**config.mk**
```make
export PLATFORM = sky130hd
export DESIGN_NAME = hc_buffer_ram_control
export DESIGN_NICKNAME = d
export VERILOG_FILES = /design/src/word_stepper.v /design/src/hc_buffer_ram_control.v
export VERILOG_INCLUDE_DIRS = /design/src
export SDC_FILE = /design/constraint.sdc
export NUM_CORES = 1
export LEC_CHECK = 0
export BUFFER_PORTS_ARGS = -buffer_cell sky130_fd_sc_hd__buf_4
export CAP_MARGIN = 20
export CORE_ASPECT_RATIO = 1.1
export CORE_MARGIN = 4
export CORE_UTILIZATION = 45
export CTS_CLUSTER_DIAMETER = 200
export DETAILED_ROUTE_END_ITERATION = 8
export GPL_ROUTABILITY_DRIVEN = 0
export PLACE_DENSITY = 0.68
export REMOVE_ABC_BUFFERS = 1
export SETUP_SLACK_MARGIN = 0.02
export SYNTH_ARGS = -nofsm -noshare
export SYNTH_HDL_FRONTEND = slang
export SYNTH_SLANG_ARGS = --single-unit
```
**constraint.sdc**
```tcl
create_clock -name clk_i -period 5.4 [get_ports clk_i]
set_clock_uncertainty 0.05 [all_clocks]
set_input_delay 0.54 -clock clk_i [delete_from_list [all_inputs] [get_ports clk_i]]
set_output_delay 0.54 -clock clk_i [all_outputs]
set_load 0.01 [all_outputs]
```
**src/hc_buffer_ram_defines.vh**
```
// Command codes, field positions, reset values for buffer RAM control
`ifndef HC_BUFFER_RAM_DEFINES_VH
`define HC_BUFFER_RAM_DEFINES_VH
`define CMD_STATUS_RD      8'h2C
`define CMD_STATUS_WR      8'hAC
`define CMD_WINDOW_RD      8'h32
`define CMD_WINDOW_WR      8'hB2
`define CMD_PORT_RD        8'h45
`define CMD_PORT_WR        8'hC5
`define CMD_SOFT_RESET_WR  8'hA9
`define SOFT_RESET_KEY     16'h00F6
`define BIT_HALF_FLAG      10
`define BIT_ISO_B_DONE     9
`define BIT_ISO_A_DONE     8
`define BIT_ISO_B_IN_USE   6
`define BIT_ISO_A_IN_USE   5
`define BIT_CLEAR_HALF     4
`define BIT_ASYNC_EN       3
`define BIT_PERIODIC_EN    2
`define BIT_ISO_B_EN       1
`define BIT_ISO_A_EN       0
`define CTRL_RESET         5'h00
`define WINDOW_RESET       32'h0000_0000
`define PORT_RESET         16'h0000
`define WINDOW_WR_MASK     32'hFFFF_7FFF
`endif

```
**src/word_stepper.v**
```verilog
// Direct-access pointer and remaining-count stepper for the data port
`timescale 1ns/1ps
`default_nettype none
module word_stepper #(
  parameter AW = 15,
  parameter CW = 16
)(
  input  wire          clk_i,    // Clock
  input  wire          rst_i,    // Synchronous reset, high
  input  wire          load_i,   // Load new start and count
  input  wire [AW-1:0] start_i,  // Start address
  input  wire [CW-1:0] count_i,  // Byte count
  input  wire          step_i,   // One 16-bit word transferred
  output reg  [AW-1:0] addr_o,   // Current byte address
  output reg  [CW-1:0] left_o,   // Bytes remaining
  output reg           done_o    // Count exhausted
);
  // An odd final byte still consumes a whole word access
  always @(posedge clk_i)
  begin
    if (rst_i)
    begin
      addr_o <= {AW{1'b0}};
      left_o <= {CW{1'b0}};
      done_o <= 1'b1;
    end
    else if (load_i)
    begin
      addr_o <= start_i;
      left_o <= count_i;
      done_o <= (count_i == {CW{1'b0}});
    end
    else if (step_i && !done_o)
    begin
      addr_o <= addr_o + {{(AW-2){1'b0}}, 2'b10};
      if (left_o <= {{(CW-2){1'b0}}, 2'b10})
      begin
        left_o <= {CW{1'b0}};
        done_o <= 1'b1;
      end
      else
        left_o <= left_o - {{(CW-2){1'b0}}, 2'b10};
    end
  end
endmodule // word_stepper
`default_nettype wire

```
**src/hc_buffer_ram_control.v**
```verilog
// Host-controller buffer RAM status/control and direct-access data port
// Function
// - Status/control register read with code 2Ch, written with code ACh.
// - Bit 10 reports active half of paired descriptor: 0 ping, 1 pong.
// - Bit 9 reads 1 once second iso list buffer was read.
// - Bit 8 reads 1 once first iso list buffer was read.
// - Bits 6 and 5 show second and first iso buffers in use.
// - Bit 4 rising clears half flag only while async enable is 0.
// - Bit 3 enables async transfer list processing.
// - Bit 2 enables periodic transfer list processing.
// - Bit 1 enables second iso list processing.
// - Bit 0 enables first iso list processing.
// - 32-bit window register read with code 32h, written with B2h.
// - Window bits 31..16 hold byte total; read/write, reset zero.
// - Window bits 14..0 hold start pointer; bit 15 reserved.
// - 16-bit data port read with code 45h, written with C5h.
// - Writing F6h to soft reset register resets registers, not memory.
//
// Our own choice: the strobed register port.
`timescale 1ns/1ps
`default_nettype none
`include "hc_buffer_ram_defines.vh"
module hc_buffer_ram_control #(
  parameter AW = 15,
  parameter CW = 16
)(
  input  wire          clk_i,           // Clock, 125 MHz
  input  wire          rst_i,           // Synchronous reset, high
  input  wire [7:0]    addr_i,          // Command code
  input  wire [31:0]   wdata_i,         // Write data
  input  wire          wr_i,            // Write strobe
  input  wire          rd_i,            // Read strobe
  output reg  [31:0]   rdata_o,         // Read data, cycle after read
  input  wire          half_toggle_i,   // Engine toggles paired-descriptor half
  input  wire          iso_a_read_i,    // Engine finished reading first iso buffer
  input  wire          iso_b_read_i,    // Engine finished reading second iso buffer
  input  wire          iso_a_refill_i,  // First iso buffer refilled, clears done
  input  wire          iso_b_refill_i,  // Second iso buffer refilled, clears done
  input  wire          iso_a_busy_i,    // First iso buffer accessed by engine
  input  wire          iso_b_busy_i,    // Second iso buffer accessed by engine
  output reg           async_en_o,      // Process async transfer list
  output reg           periodic_en_o,   // Process periodic transfer list
  output reg           iso_a_en_o,      // Process first iso list
  output reg           iso_b_en_o,      // Process second iso list
  output reg           mem_wr_o,        // Buffer memory write
  output reg           mem_rd_o,        // Buffer memory read request
  output reg  [AW-1:0] mem_addr_o,      // Buffer memory byte address
  output reg  [15:0]   mem_wdata_o,     // Buffer memory write word
  input  wire [15:0]   mem_rdata_i,     // Buffer memory read word, same cycle
  output reg           port_done_o      // Byte total reached
);

  reg          clear_half_flag;
  reg          paired_desc_half_flag;
  reg          iso_list_a_read_done;
  reg          iso_list_b_read_done;
  reg          iso_list_a_in_use;
  reg          iso_list_b_in_use;
  reg [31:0]   direct_access_window;
  reg [15:0]   port_word;
  wire [AW-1:0] cur_addr;
  wire [CW-1:0] bytes_left;
  wire          win_done;
  wire          soft_rst;
  wire          any_rst;
  wire          port_wr;
  wire          port_rd;
  wire          win_wr;
  wire          stat_wr;

  function hit;
    input [7:0] code;
    input [7:0] want;
    begin
      hit = (code == want);
    end
  endfunction

  // Soft reset leaves buffer memory untouched; only registers clear
  assign soft_rst = wr_i && hit(addr_i, `CMD_SOFT_RESET_WR) &&
                    (wdata_i[15:0] == `SOFT_RESET_KEY);
  assign any_rst  = rst_i || soft_rst;
  assign stat_wr  = wr_i && hit(addr_i, `CMD_STATUS_WR);
  assign win_wr   = wr_i && hit(addr_i, `CMD_WINDOW_WR);
  // Port traffic relies on the window having been set first
  assign port_wr  = wr_i && hit(addr_i, `CMD_PORT_WR) && !win_done;
  assign port_rd  = rd_i && hit(addr_i, `CMD_PORT_RD) && !win_done;

  word_stepper #(
    .AW (AW),
    .CW (CW)
  ) u_stepper (
    .clk_i   (clk_i),
    .rst_i   (any_rst),
    .load_i  (win_wr),
    .start_i (wdata_i[AW-1:0]),
    .count_i (wdata_i[16+CW-1:16]),
    .step_i  (port_wr || port_rd),
    .addr_o  (cur_addr),
    .left_o  (bytes_left),
    .done_o  (win_done)
  );

  always @(posedge clk_i)
  begin
    if (any_rst)
    begin
      {async_en_o, periodic_en_o, iso_b_en_o, iso_a_en_o} <= 4'h0;
      clear_half_flag      <= 1'b0;
      direct_access_window <= `WINDOW_RESET;
    end
    else
    begin
      if (stat_wr)
      begin
        async_en_o      <= wdata_i[`BIT_ASYNC_EN];
        periodic_en_o   <= wdata_i[`BIT_PERIODIC_EN];
        iso_b_en_o      <= wdata_i[`BIT_ISO_B_EN];
        iso_a_en_o      <= wdata_i[`BIT_ISO_A_EN];
        clear_half_flag <= wdata_i[`BIT_CLEAR_HALF];
      end
      if (win_wr)
        direct_access_window <= wdata_i & `WINDOW_WR_MASK;
    end
  end

  // Hardware events win over a concurrent clear
  always @(posedge clk_i)
  begin
    if (any_rst)
    begin
      paired_desc_half_flag <= 1'b0;
      iso_list_a_read_done  <= 1'b0;
      iso_list_b_read_done  <= 1'b0;
      iso_list_a_in_use     <= 1'b0;
      iso_list_b_in_use     <= 1'b0;
    end
    else
    begin
      if (half_toggle_i && async_en_o)
        paired_desc_half_flag <= ~paired_desc_half_flag;
      else if (stat_wr && wdata_i[`BIT_CLEAR_HALF] && !clear_half_flag && !async_en_o)
        paired_desc_half_flag <= 1'b0;
      if (iso_a_read_i)
        iso_list_a_read_done <= 1'b1;
      else if (iso_a_refill_i)
        iso_list_a_read_done <= 1'b0;
      if (iso_b_read_i)
        iso_list_b_read_done <= 1'b1;
      else if (iso_b_refill_i)
        iso_list_b_read_done <= 1'b0;
      iso_list_a_in_use <= iso_a_busy_i;
      iso_list_b_in_use <= iso_b_busy_i;
    end
  end

  always @(posedge clk_i)
  begin
    if (any_rst)
    begin
      port_word   <= `PORT_RESET;
      mem_wr_o    <= 1'b0;
      mem_rd_o    <= 1'b0;
      mem_addr_o  <= {AW{1'b0}};
      mem_wdata_o <= 16'h0000;
      port_done_o <= 1'b1;
    end
    else
    begin
      mem_wr_o    <= port_wr;
      mem_rd_o    <= port_rd;
      // Follows the stepper's flag on the same edge, so the pin never lags a window load
      if (win_wr)
        port_done_o <= (wdata_i[16+CW-1:16] == {CW{1'b0}});
      else if ((port_wr || port_rd) && (bytes_left <= {{(CW-2){1'b0}}, 2'b10}))
        port_done_o <= 1'b1;
      if (port_wr || port_rd)
        mem_addr_o <= cur_addr;
      if (port_wr)
      begin
        mem_wdata_o <= wdata_i[15:0];
        port_word   <= wdata_i[15:0];
      end
      else if (port_rd)
        port_word <= mem_rdata_i;
    end
  end

  always @(posedge clk_i)
  begin
    if (any_rst)
      rdata_o <= 32'h0000_0000;
    else if (rd_i)
    begin
      case (addr_i)
        `CMD_STATUS_RD: rdata_o <= {21'h0_0000, paired_desc_half_flag, iso_list_b_read_done,
                                    iso_list_a_read_done, 1'b0, iso_list_b_in_use, iso_list_a_in_use,
                                    clear_half_flag, async_en_o, periodic_en_o,
                                    iso_b_en_o, iso_a_en_o};
        `CMD_WINDOW_RD: rdata_o <= direct_access_window;
        `CMD_PORT_RD:   rdata_o <= {16'h0000, (win_done ? port_word : mem_rdata_i)};
        default:        rdata_o <= 32'h0000_0000;
      endcase
    end
    else
      rdata_o <= 32'h0000_0000;
  end

endmodule // hc_buffer_ram_control
`default_nettype wire

```
==> results of run 1 <==
routing by layer:
layer	vias up	global-route usage	share of wire
met1	2801	0.2762	0.40
met5	-	0	0
met4	0	0.09091	0.024
met3	40	0.05943	0.081
li1	2805	-	-
met2	282	0.3717	0.49
critical path, stage by stage (launching register included):
cell	delay (ns)
dfxtp_1	0.31
buf_4	0.29
and4b_1	0.29
and3_1	0.17
buf_4	0.26
nor2_1	0.77
o21ai_0	0.22
a31oi_1	0.20
cell families after synthesis:
family	count (synthesis)	share of synthesized area
AO/OA/AOI/OAI	164	0.1687
XOR/XNOR	3	0.004124
adder cells (fa/ha/maj)	2	0.003926
buffers and inverters	52	0.03986
flip-flops	155	0.4869
multiplexers	26	0.04477
AND/OR/NAND/NOR	319	0.2517
flip-flops by register name (all words and copies together), names as in the netlist:
| register | flops |
|---|---|
| port_word | 16 |
| mem_rd_o | 1 |
| iso_list_b_read_done | 1 |
| clear_half_flag | 1 |
| iso_list_a_read_done | 1 |
| iso_list_b_in_use | 1 |
| u_stepper.done_o | 1 |
| mem_addr_o | 15 |
| direct_access_window | 31 |
| u_stepper.left_o | 16 |
| paired_desc_half_flag | 1 |
| async_en_o | 1 |
| iso_a_en_o | 1 |
| periodic_en_o | 1 |
| port_done_o | 1 |
| iso_b_en_o | 1 |
| mem_wdata_o | 16 |
| u_stepper.addr_o | 15 |
| iso_list_a_in_use | 1 |
| rdata_o | 32 |
| mem_wr_o | 1 |
worst max-delay path by stage:
stage / start / to / slack, ns / cells past startpoint
after floorplan: addr_i[3] / u_stepper.left_o[6] / 1.29 / 5
final: u_stepper.done_o / u_stepper.addr_o[8] / 2.73 / 7
after detailed placement: wdata_i[10] / rdata_o[7] / 2.54 / 6
after global placement: wdata_i[10] / u_stepper.left_o[12] / 2.33 / 5
after global routing: u_stepper.done_o / u_stepper.addr_o[14] / 2.57 / 7
after CTS: u_stepper.done_o / u_stepper.addr_o[8] / 2.79 / 7
synthesized netlist by cell type, types with 3 or more instances:
library cell and count:
dfxtp_1 155, nand2_1 155, a21oi_1 81, nor2_1 65, a222oi_1 23, clkbuf_1 21, mux2_2 20, buf_2 17
a31oi_1 15, o21ai_0 14, nand3b_1 11, and2_4 10, and2_2 8, nand4_1 8, nor3_1 8, nor4_1 8
a22oi_1 6, a311oi_1 6, and3_1 6, mux2i_1 6, inv_1 5, nand3_1 5, or4_1 5, buf_4 4
nor4_4 4, or3_1 4, a32oi_1 3, buf_6 3, nand2b_1 3
metrics by stage:
stage          setup WS, ns  instances  hold slack [ns]    util
2_1_floorplan         1.291        674           0.3817       -
3_3_place_gp          2.325       1004           0.3899  0.5385
3_5_place_dp          2.544       1005           0.3930  0.5405
4_1_cts               2.786       1036           0.2661  0.5874
5_1_grt               2.572       1038           0.2786  0.5899
6_report              2.732       1038           0.2748  0.5899
cell type report:
type / count / area, um2 / share of cell area
tap: 188 / 235.2 / 0.02879
timing repair buffer: 145 / 1129 / 0.1381
multi-input combinational: 514 / 3035 / 0.3715
clock inverter: 11 / 192.7 / 0.02358
sequential: 155 / 3103 / 0.3798
inverter: 5 / 18.77 / 0.002297
clock buffer: 20 / 456.7 / 0.05590
where the power goes:
part	switching (mW)	internal [mW]
Sequential	0.00139	1.15
Clock	0.455	0.841
Combinational	0.0537	0.0431
==> results.cfg, run 1 <==
[timing]
rsz0062_at_grt = false
final-setup-viol-count = 0
min_period_ns = 2.668
maxSlewViolCount = 0
worst_slew_pin_slew_ns = 1.093
maxSlewHeadroom = 0.2660
setup_tns_ns = 0
fin_crit_sh = 0.4940
hold_viol = 0
fmax_mhz = 374.9

[power_and_ir_drop]
peakVddDrop_mv = 0.1795
p_leak_nw = 3.128
total_power_mw = 2.541
power_density_nw_per_um2 = 311.0

[routing]
drt_wl_total_um = 18350
dr.first_iter.drc_count = 636
via_per_inst = 5.711
vias = 5928
drc_errors = 0
wire_per_inst_um = 17.68
dr.pass1.iters = 7
postRouteAntennaNets = 0

[synth]
syn_area_per_cell_um2 = 8.838
yosysSeqAreaShare = 0.4869
yosysUniqueCellTypes = 58
synth.top_cell.area_share = 0.4869
yosys.area.top_type = dfxtp_1
synthArstFlopShare = 0
syn_inst = 721
synth_area_um2 = 6372
synth_edf_count = 0
synth.area.top_cells = dfxtp_1 49%, nand2_1 9.1%, a21oi_1 6.4%
synthFlopType = dfxtp_1
ys_warn_count = 0
synth_seq_cells = 155

[cts]
clockRootBuffer = clkbuf_16
numCtsBuffers = 17
cts_buffer_depth = 2
clkLatencyLatePin_ns = 0.42
cts_resized = 0
cts_htree_levels = 4
post_cts_buffers = 0
cts_tree = done
cts_sinks = 155
holdBufCountCts = 0
clkTransAtPathRegs_ns = 0.06

[global_route]
grt_usage = 0.2244
grt.overflow.total = 0
grt_pass1_wl_um = 28760
grt_max_degree = 94
antenna_found_initial = 0
grt_pass1_vias = 5782

[setup_path]
regToRegSetupSlack_ns = 2.73
required_ns = 5.69
r2r_start = u_stepper.done_o
worstPathArrival_ns = 2.96
critPathMaxFanout = 38
end_kind = flip-flop
timing.rr.end = u_stepper.addr_o[8]
criticalPathCategory = flip-flop to flip-flop
r2r_cells = 7
cp-start-kind = flip-flop

[finish]
fill_cells = 1268
fin_area_um2 = 8170
final_cell_mix = 155 x nand2_1, 155 x dfxtp_1, 142 x buf_4, 81 x a21oi_1, 64 x nor2_1
syn2layout_area_growth_pct = 28.22
antenna_cells = 0
layout-drive-gt1-share = 0.2729
layout.nets = 907

[floorplanning]
die_area_um2 = 16130
rows = 45
die-height_um = 132.8
core_area_um2 = 13850
dieWidth_um = 121.5
num_io_pins = 137
start_util = 0.4601

[place]
dpl.hpwl_um = 12170
placedInstanceArea_um2 = 7486
portBuffers = 136

[hold_path]
min_delay_path_depth = 3
hold_end = iso_list_b_read_done
min_from = iso_b_read_i
min_path_type = primary input to flip-flop

[run]
cap_violations = 0

[run_status]
status = completed
No activity file was read; power rests on OpenSTA's default activity.
==> inputs of run 2 (changes only) <==
--- a/config.mk
+++ b/config.mk
@@ -14,7 +14,7 @@
 export CTS_CLUSTER_DIAMETER = 200
 export DETAILED_ROUTE_END_ITERATION = 8
 export GPL_ROUTABILITY_DRIVEN = 0
-export PLACE_DENSITY = 0.68
+export PLACE_DENSITY = 0.71
 export REMOVE_ABC_BUFFERS = 1
 export SETUP_SLACK_MARGIN = 0.02
 export SYNTH_ARGS = -nofsm -noshare
==> constraint.sdc (replaced) <==
create_clock -name clk_i -period 2.43 [get_ports clk_i]
set_clock_uncertainty 0.05 [all_clocks]
set_input_delay 0.243 -clock clk_i [delete_from_list [all_inputs] [get_ports clk_i]]
set_output_delay 0.243 -clock clk_i [all_outputs]
set_load 0.01 [all_outputs]
==> results.cfg, run 2 (synthesis gave the netlist of run 1 again) <==
[power_and_ir_drop]
total_power_mw = 5.484
p_leak_nw = 3.174
peakVddDrop_mv = 0.4521
intPower_mw = 4.344
p_switching_mw = 1.140
power_density_nw_per_um2 = 662.4
p_comb_frac = 0.042
clkPwrFrac = 0.493
seq_power_share = 0.465
power.share.switching = 0.2079

[timing]
hold_viol = 0
fin_crit_sh = 0.9051
worst_slew_pin_slew_ns = 0.8653
final-setup-viol-count = 0
timing.hold.ws_ns = 0.02864
fmax_mhz = 454.7
rsz0062_at_grt = false
setup_tns_ns = 0
min_period_ns = 2.199
maxSlewViolCount = 0
maxSlewHeadroom = 0.4210

[finish]
largest_register = rdata_o
antenna_cells = 0
multi_input_area_um2 = 3035
layout.nets = 922
fill_cells = 1258
largest_register_ffs = 32
fin_area_um2 = 8279
top_regs = rdata_o (32), direct_access_window (31)
syn2layout_area_growth_pct = 29.92
layout-drive-gt1-share = 0.2818
final_cell_mix = 155 x nand2_1, 155 x dfxtp_1, 151 x buf_4, 81 x a21oi_1, 64 x nor2_1
regArea_um2 = 3103

[global_route]
grt_pass1_wl_um = 29190
antenna_found_initial = 0
grt_usage = 0.2264
grt_max_degree = 44
grt.overflow.total = 0
grt_pass1_vias = 5865

[setup_path]
crit_slowest_cell = or4_1
cp-start-kind = flip-flop
path_cells = or4_1 > nor4_4 > a21oi_2 > a222oi_1 > nor2_1
end_kind = flip-flop
required_ns = 2.69
worstPathArrival_ns = 2.46
criticalPathCategory = flip-flop to flip-flop
slowest_delay_ns = 0.69
critPathMaxFanout = 12

[routing]
drt_wl_total_um = 18360
dr.first_iter.drc_count = 670
wl_met3_um = 1486
wl_met1_um = 7388
via_per_inst = 5.690
dr.pass1.iters = 5
wl_met2_um = 8905
vias = 5997
postRouteAntennaNets = 0
drc_errors = 0
highest_layer = met4
wire_per_inst_um = 17.42

[floorplanning]
rows = 45
start_util = 0.4601
die_area_um2 = 16130
num_io_pins = 137
core_area_um2 = 13850
die-height_um = 132.8
dieWidth_um = 121.5

[place]
dpl.hpwl_um = 12820
portBuffers = 136
placedInstanceArea_um2 = 7626

[cts]
numCtsBuffers = 17
cts_buffer_depth = 2
clkLatencyLatePin_ns = 0.42
clockRootBuffer = clkbuf_16
cts_sinks = 155
cts_resized = 0
cts_tree = done
clkTransAtPathRegs_ns = 0.06
cts_htree_levels = 4

[run_status]
status = completed

[hold_path]
min_path_type = primary input to flip-flop

[run]
cap_violations = 0
==> run 2: repair_timing <==
action / 4_1_cts / 5_1_grt
hold buffers: 4 / 0
endpoints found under the hold margin: 4 / 0
setup buffers: 0 / 0
==> run 2: area by class of cell <==
type | instances | area share
Clock buffer | 21 | 0.05682
Clock inverter | 11 | 0.01723
Inverter | 5 | 0.002267
Multi-Input combinational cell | 514 | 0.3666
Sequential cell | 155 | 0.3748
Tap cell | 188 | 0.02841
Timing Repair Buffer | 160 | 0.1538
==> run 2: per-stage QoR <==
stage	util	setup WS, ns	instances
floorplan	-	-1.382	674
global placement	0.5506	0.2364	1018
detailed placement	0.5506	0.1806	1018
CTS	0.5977	0.2501	1054
global route	0.5977	0.07645	1054
finish	0.5977	0.2307	1054
==> run 2: worst paths after layout <==
check	from	slack [ns]	depth (start not counted)	to
worst max-delay path	u_stepper.left_o[5]	0.23	5	u_stepper.left_o[6]
worst min-delay path	mem_rdata_i[9]	0.03	3	port_word[9]
worst max register to register	u_stepper.left_o[5]	0.23	5	u_stepper.left_o[6]
worst min register to register	direct_access_window[24]	0.40	2	direct_access_window[24]
==> run 2: power by group through the flow <==
stage | Clock (mW) | Sequential [mW] | Combinational [mW]
2_1_floorplan | 0 | 2.61 | 0.0590
3_3_place_gp | 0 | 2.61 | 0.218
3_5_place_dp | 0 | 2.61 | 0.223
4_1_cts | 2.75 | 2.55 | 0.229
5_1_grt | 2.87 | 2.55 | 0.245
6_report | 2.70 | 2.55 | 0.231
==> run 2: per-layer routing <==
metal | vias to the layer above | global-route usage
met5 | - | 0
met4 | 0 | 0.1077
met3 | 38 | 0.05985
met2 | 257 | 0.3717
met1 | 2868 | 0.2746
li1 | 2834 | -
==> run 2: worst max-delay path: cells and delay by family (launching register included) <==
family	cells	cell delay, ns
AND/OR/NAND/NOR	3	1.10
AO/OA/AOI/OAI	2	0.58
flip-flops	1	0.34
==> inputs of run 3 (changes only) <==
--- a/config.mk
+++ b/config.mk
@@ -14,9 +14,10 @@
 export CTS_CLUSTER_DIAMETER = 200
 export DETAILED_ROUTE_END_ITERATION = 8
 export GPL_ROUTABILITY_DRIVEN = 0
-export PLACE_DENSITY = 0.71
+export PLACE_DENSITY = 0.74
 export REMOVE_ABC_BUFFERS = 1
 export SETUP_SLACK_MARGIN = 0.02
+export SLEW_MARGIN = 5
 export SYNTH_ARGS = -nofsm -noshare
 export SYNTH_HDL_FRONTEND = slang
 export SYNTH_SLANG_ARGS = --single-unit
==> results.cfg, run 3 (synthesis gave the netlist of run 1 again) <==
[place]
portBuffers = 136
placedInstanceArea_um2 = 7639
place_ws_ns = 0.1950
dpl.hpwl_um = 12450

[global_route]
grt_pass1_vias = 5687
grt_pass1_wl_um = 28800
gr-usage-met1 = 0.2761
antenna_found_initial = 0
grt-busiest-layer = met2
groute.layer.met3.usage = 0.06370
grt_max_degree = 43
grt.overflow.total = 0
grt_usage = 0.2234
grt_use_met2 = 0.3742

[timing]
hold_viol = 0
final-setup-viol-count = 0
rsz0062_at_grt = false
worst_slew_pin_slew_ns = 0.8397
min_period_ns = 2.192
maxSlewViolCount = 0
fmax_mhz = 456.2
fin_crit_sh = 0.9020
maxSlewHeadroom = 0.4381
worst_slack_ns = 0.2381

[routing]
dr.first_iter.drc_count = 497
vias = 5865
postRouteAntennaNets = 0
drt_wl_total_um = 18210
dr.pass1.iters = 5
drc_errors = 0
wire_per_inst_um = 17.31
via_per_inst = 5.575

[power_and_ir_drop]
total_power_mw = 5.373
p_comb_frac = 0.042
power_density_nw_per_um2 = 650.7
intPower_mw = 4.256
peakVddDrop_mv = 0.5172
p_leak_nw = 3.173
p_switching_mw = 1.116
seq_power_share = 0.475
power.share.switching = 0.2078
clkPwrFrac = 0.483

[floorplanning]
core_area_um2 = 13850
start_util = 0.4601
die-height_um = 132.8
num_io_pins = 137
die_area_um2 = 16130
rows = 45
dieWidth_um = 121.5

[finish]
fin_util = 0.5961
syn2layout_area_growth_pct = 29.57
largest_register_ffs = 32
largest_register = rdata_o
regArea_um2 = 3103
layout-drive-gt1-share = 0.2789
layout.nets = 922
multi_input_area_um2 = 3035
antenna_cells = 0
fill_cells = 1241
final_cell_mix = 155 x nand2_1, 155 x dfxtp_1, 150 x buf_4, 81 x a21oi_1, 64 x nor2_1
fin_area_um2 = 8257
top_regs = rdata_o (32), direct_access_window (31)

[setup_path]
slowest_delay_ns = 0.69
critPathMaxFanout = 12
crit_slowest_cell = or4_1
end_kind = flip-flop
worstPathArrival_ns = 2.45
r2r_cells = 5
criticalPathCategory = flip-flop to flip-flop
path_cells = or4_1 > nor4_4 > a21oi_2 > a221oi_1 > nor3_1
cp-start-kind = flip-flop
regToRegSetupSlack_ns = 0.24
required_ns = 2.68

[cts]
clockRootBuffer = clkbuf_16
cts_resized = 0
cts_htree_levels = 4
clkTransAtPathRegs_ns = 0.06
cts_sinks = 155
numCtsBuffers = 17
clkLatencyLatePin_ns = 0.43
cts_buffer_depth = 2
post_cts_buffers = 0
cts_tree = done

[run]
cap_violations = 0

[hold_path]
min_path_type = primary input to flip-flop
min_delay_path_depth = 3

[run_status]
status = completed
==> run 3: stage by stage <==
step / cells / hold slack [ns] / setup TNS (ns)
final: 1052 / 0.01690 / 0
after global routing: 1052 / 0.03625 / 0
after CTS: 1052 / 0.009235 / 0
after detailed placement: 1018 / 0.3968 / 0
after global placement: 1018 / 0.3867 / 0
after floorplan: 674 / 0.3104 / -124.61
==> run 3: timing repair <==
action                                 CTS  global route
hold buffers                             4             0
endpoints found under the hold margin    4             0
setup endpoints to repair                0             0
==> run 3: per-layer routing <==
metal / wire (um) / part of all wire
met1: 7460 / 0.41
met2: 8766 / 0.48
met3: 1638 / 0.090
met4: 343 / 0.019
met5: 0 / 0
==> run 3: area by class of cell <==
class                           instances  share of cell area
Sequential cell                       155              0.3758
Clock buffer                           23             0.05910
Inverter                                5            0.002273
Timing Repair Buffer                  160              0.1558
Clock inverter                          7             0.01091
Tap cell                              188             0.02849
Multi-Input combinational cell        514              0.3676
==> run 3: power groups by stage <==
stage / clock network (mW) / logic [mW] / registers, mW
6_report: 2.59 / 0.227 / 2.55
5_1_grt: 2.73 / 0.243 / 2.55
4_1_cts: 2.63 / 0.226 / 2.55
3_5_place_dp: 0 / 0.220 / 2.61
3_3_place_gp: 0 / 0.219 / 2.61
2_1_floorplan: 0 / 0.0590 / 2.61
==> run 3: final timing paths <==
kind | from | end
worst max-delay path | u_stepper.left_o[5] | u_stepper.left_o[2]
worst min-delay path | mem_rdata_i[5] | port_word[5]
worst max register to register | u_stepper.left_o[5] | u_stepper.left_o[2]
worst min register to register | direct_access_window[25] | direct_access_window[25]
==> run 3: critical path, delay by kind of cell, from the launching register on <==
family           cells  cell delay [ns]
AND/OR/NAND/NOR      3             1.11
flip-flops           1             0.34
AO/OA/AOI/OAI        2             0.56
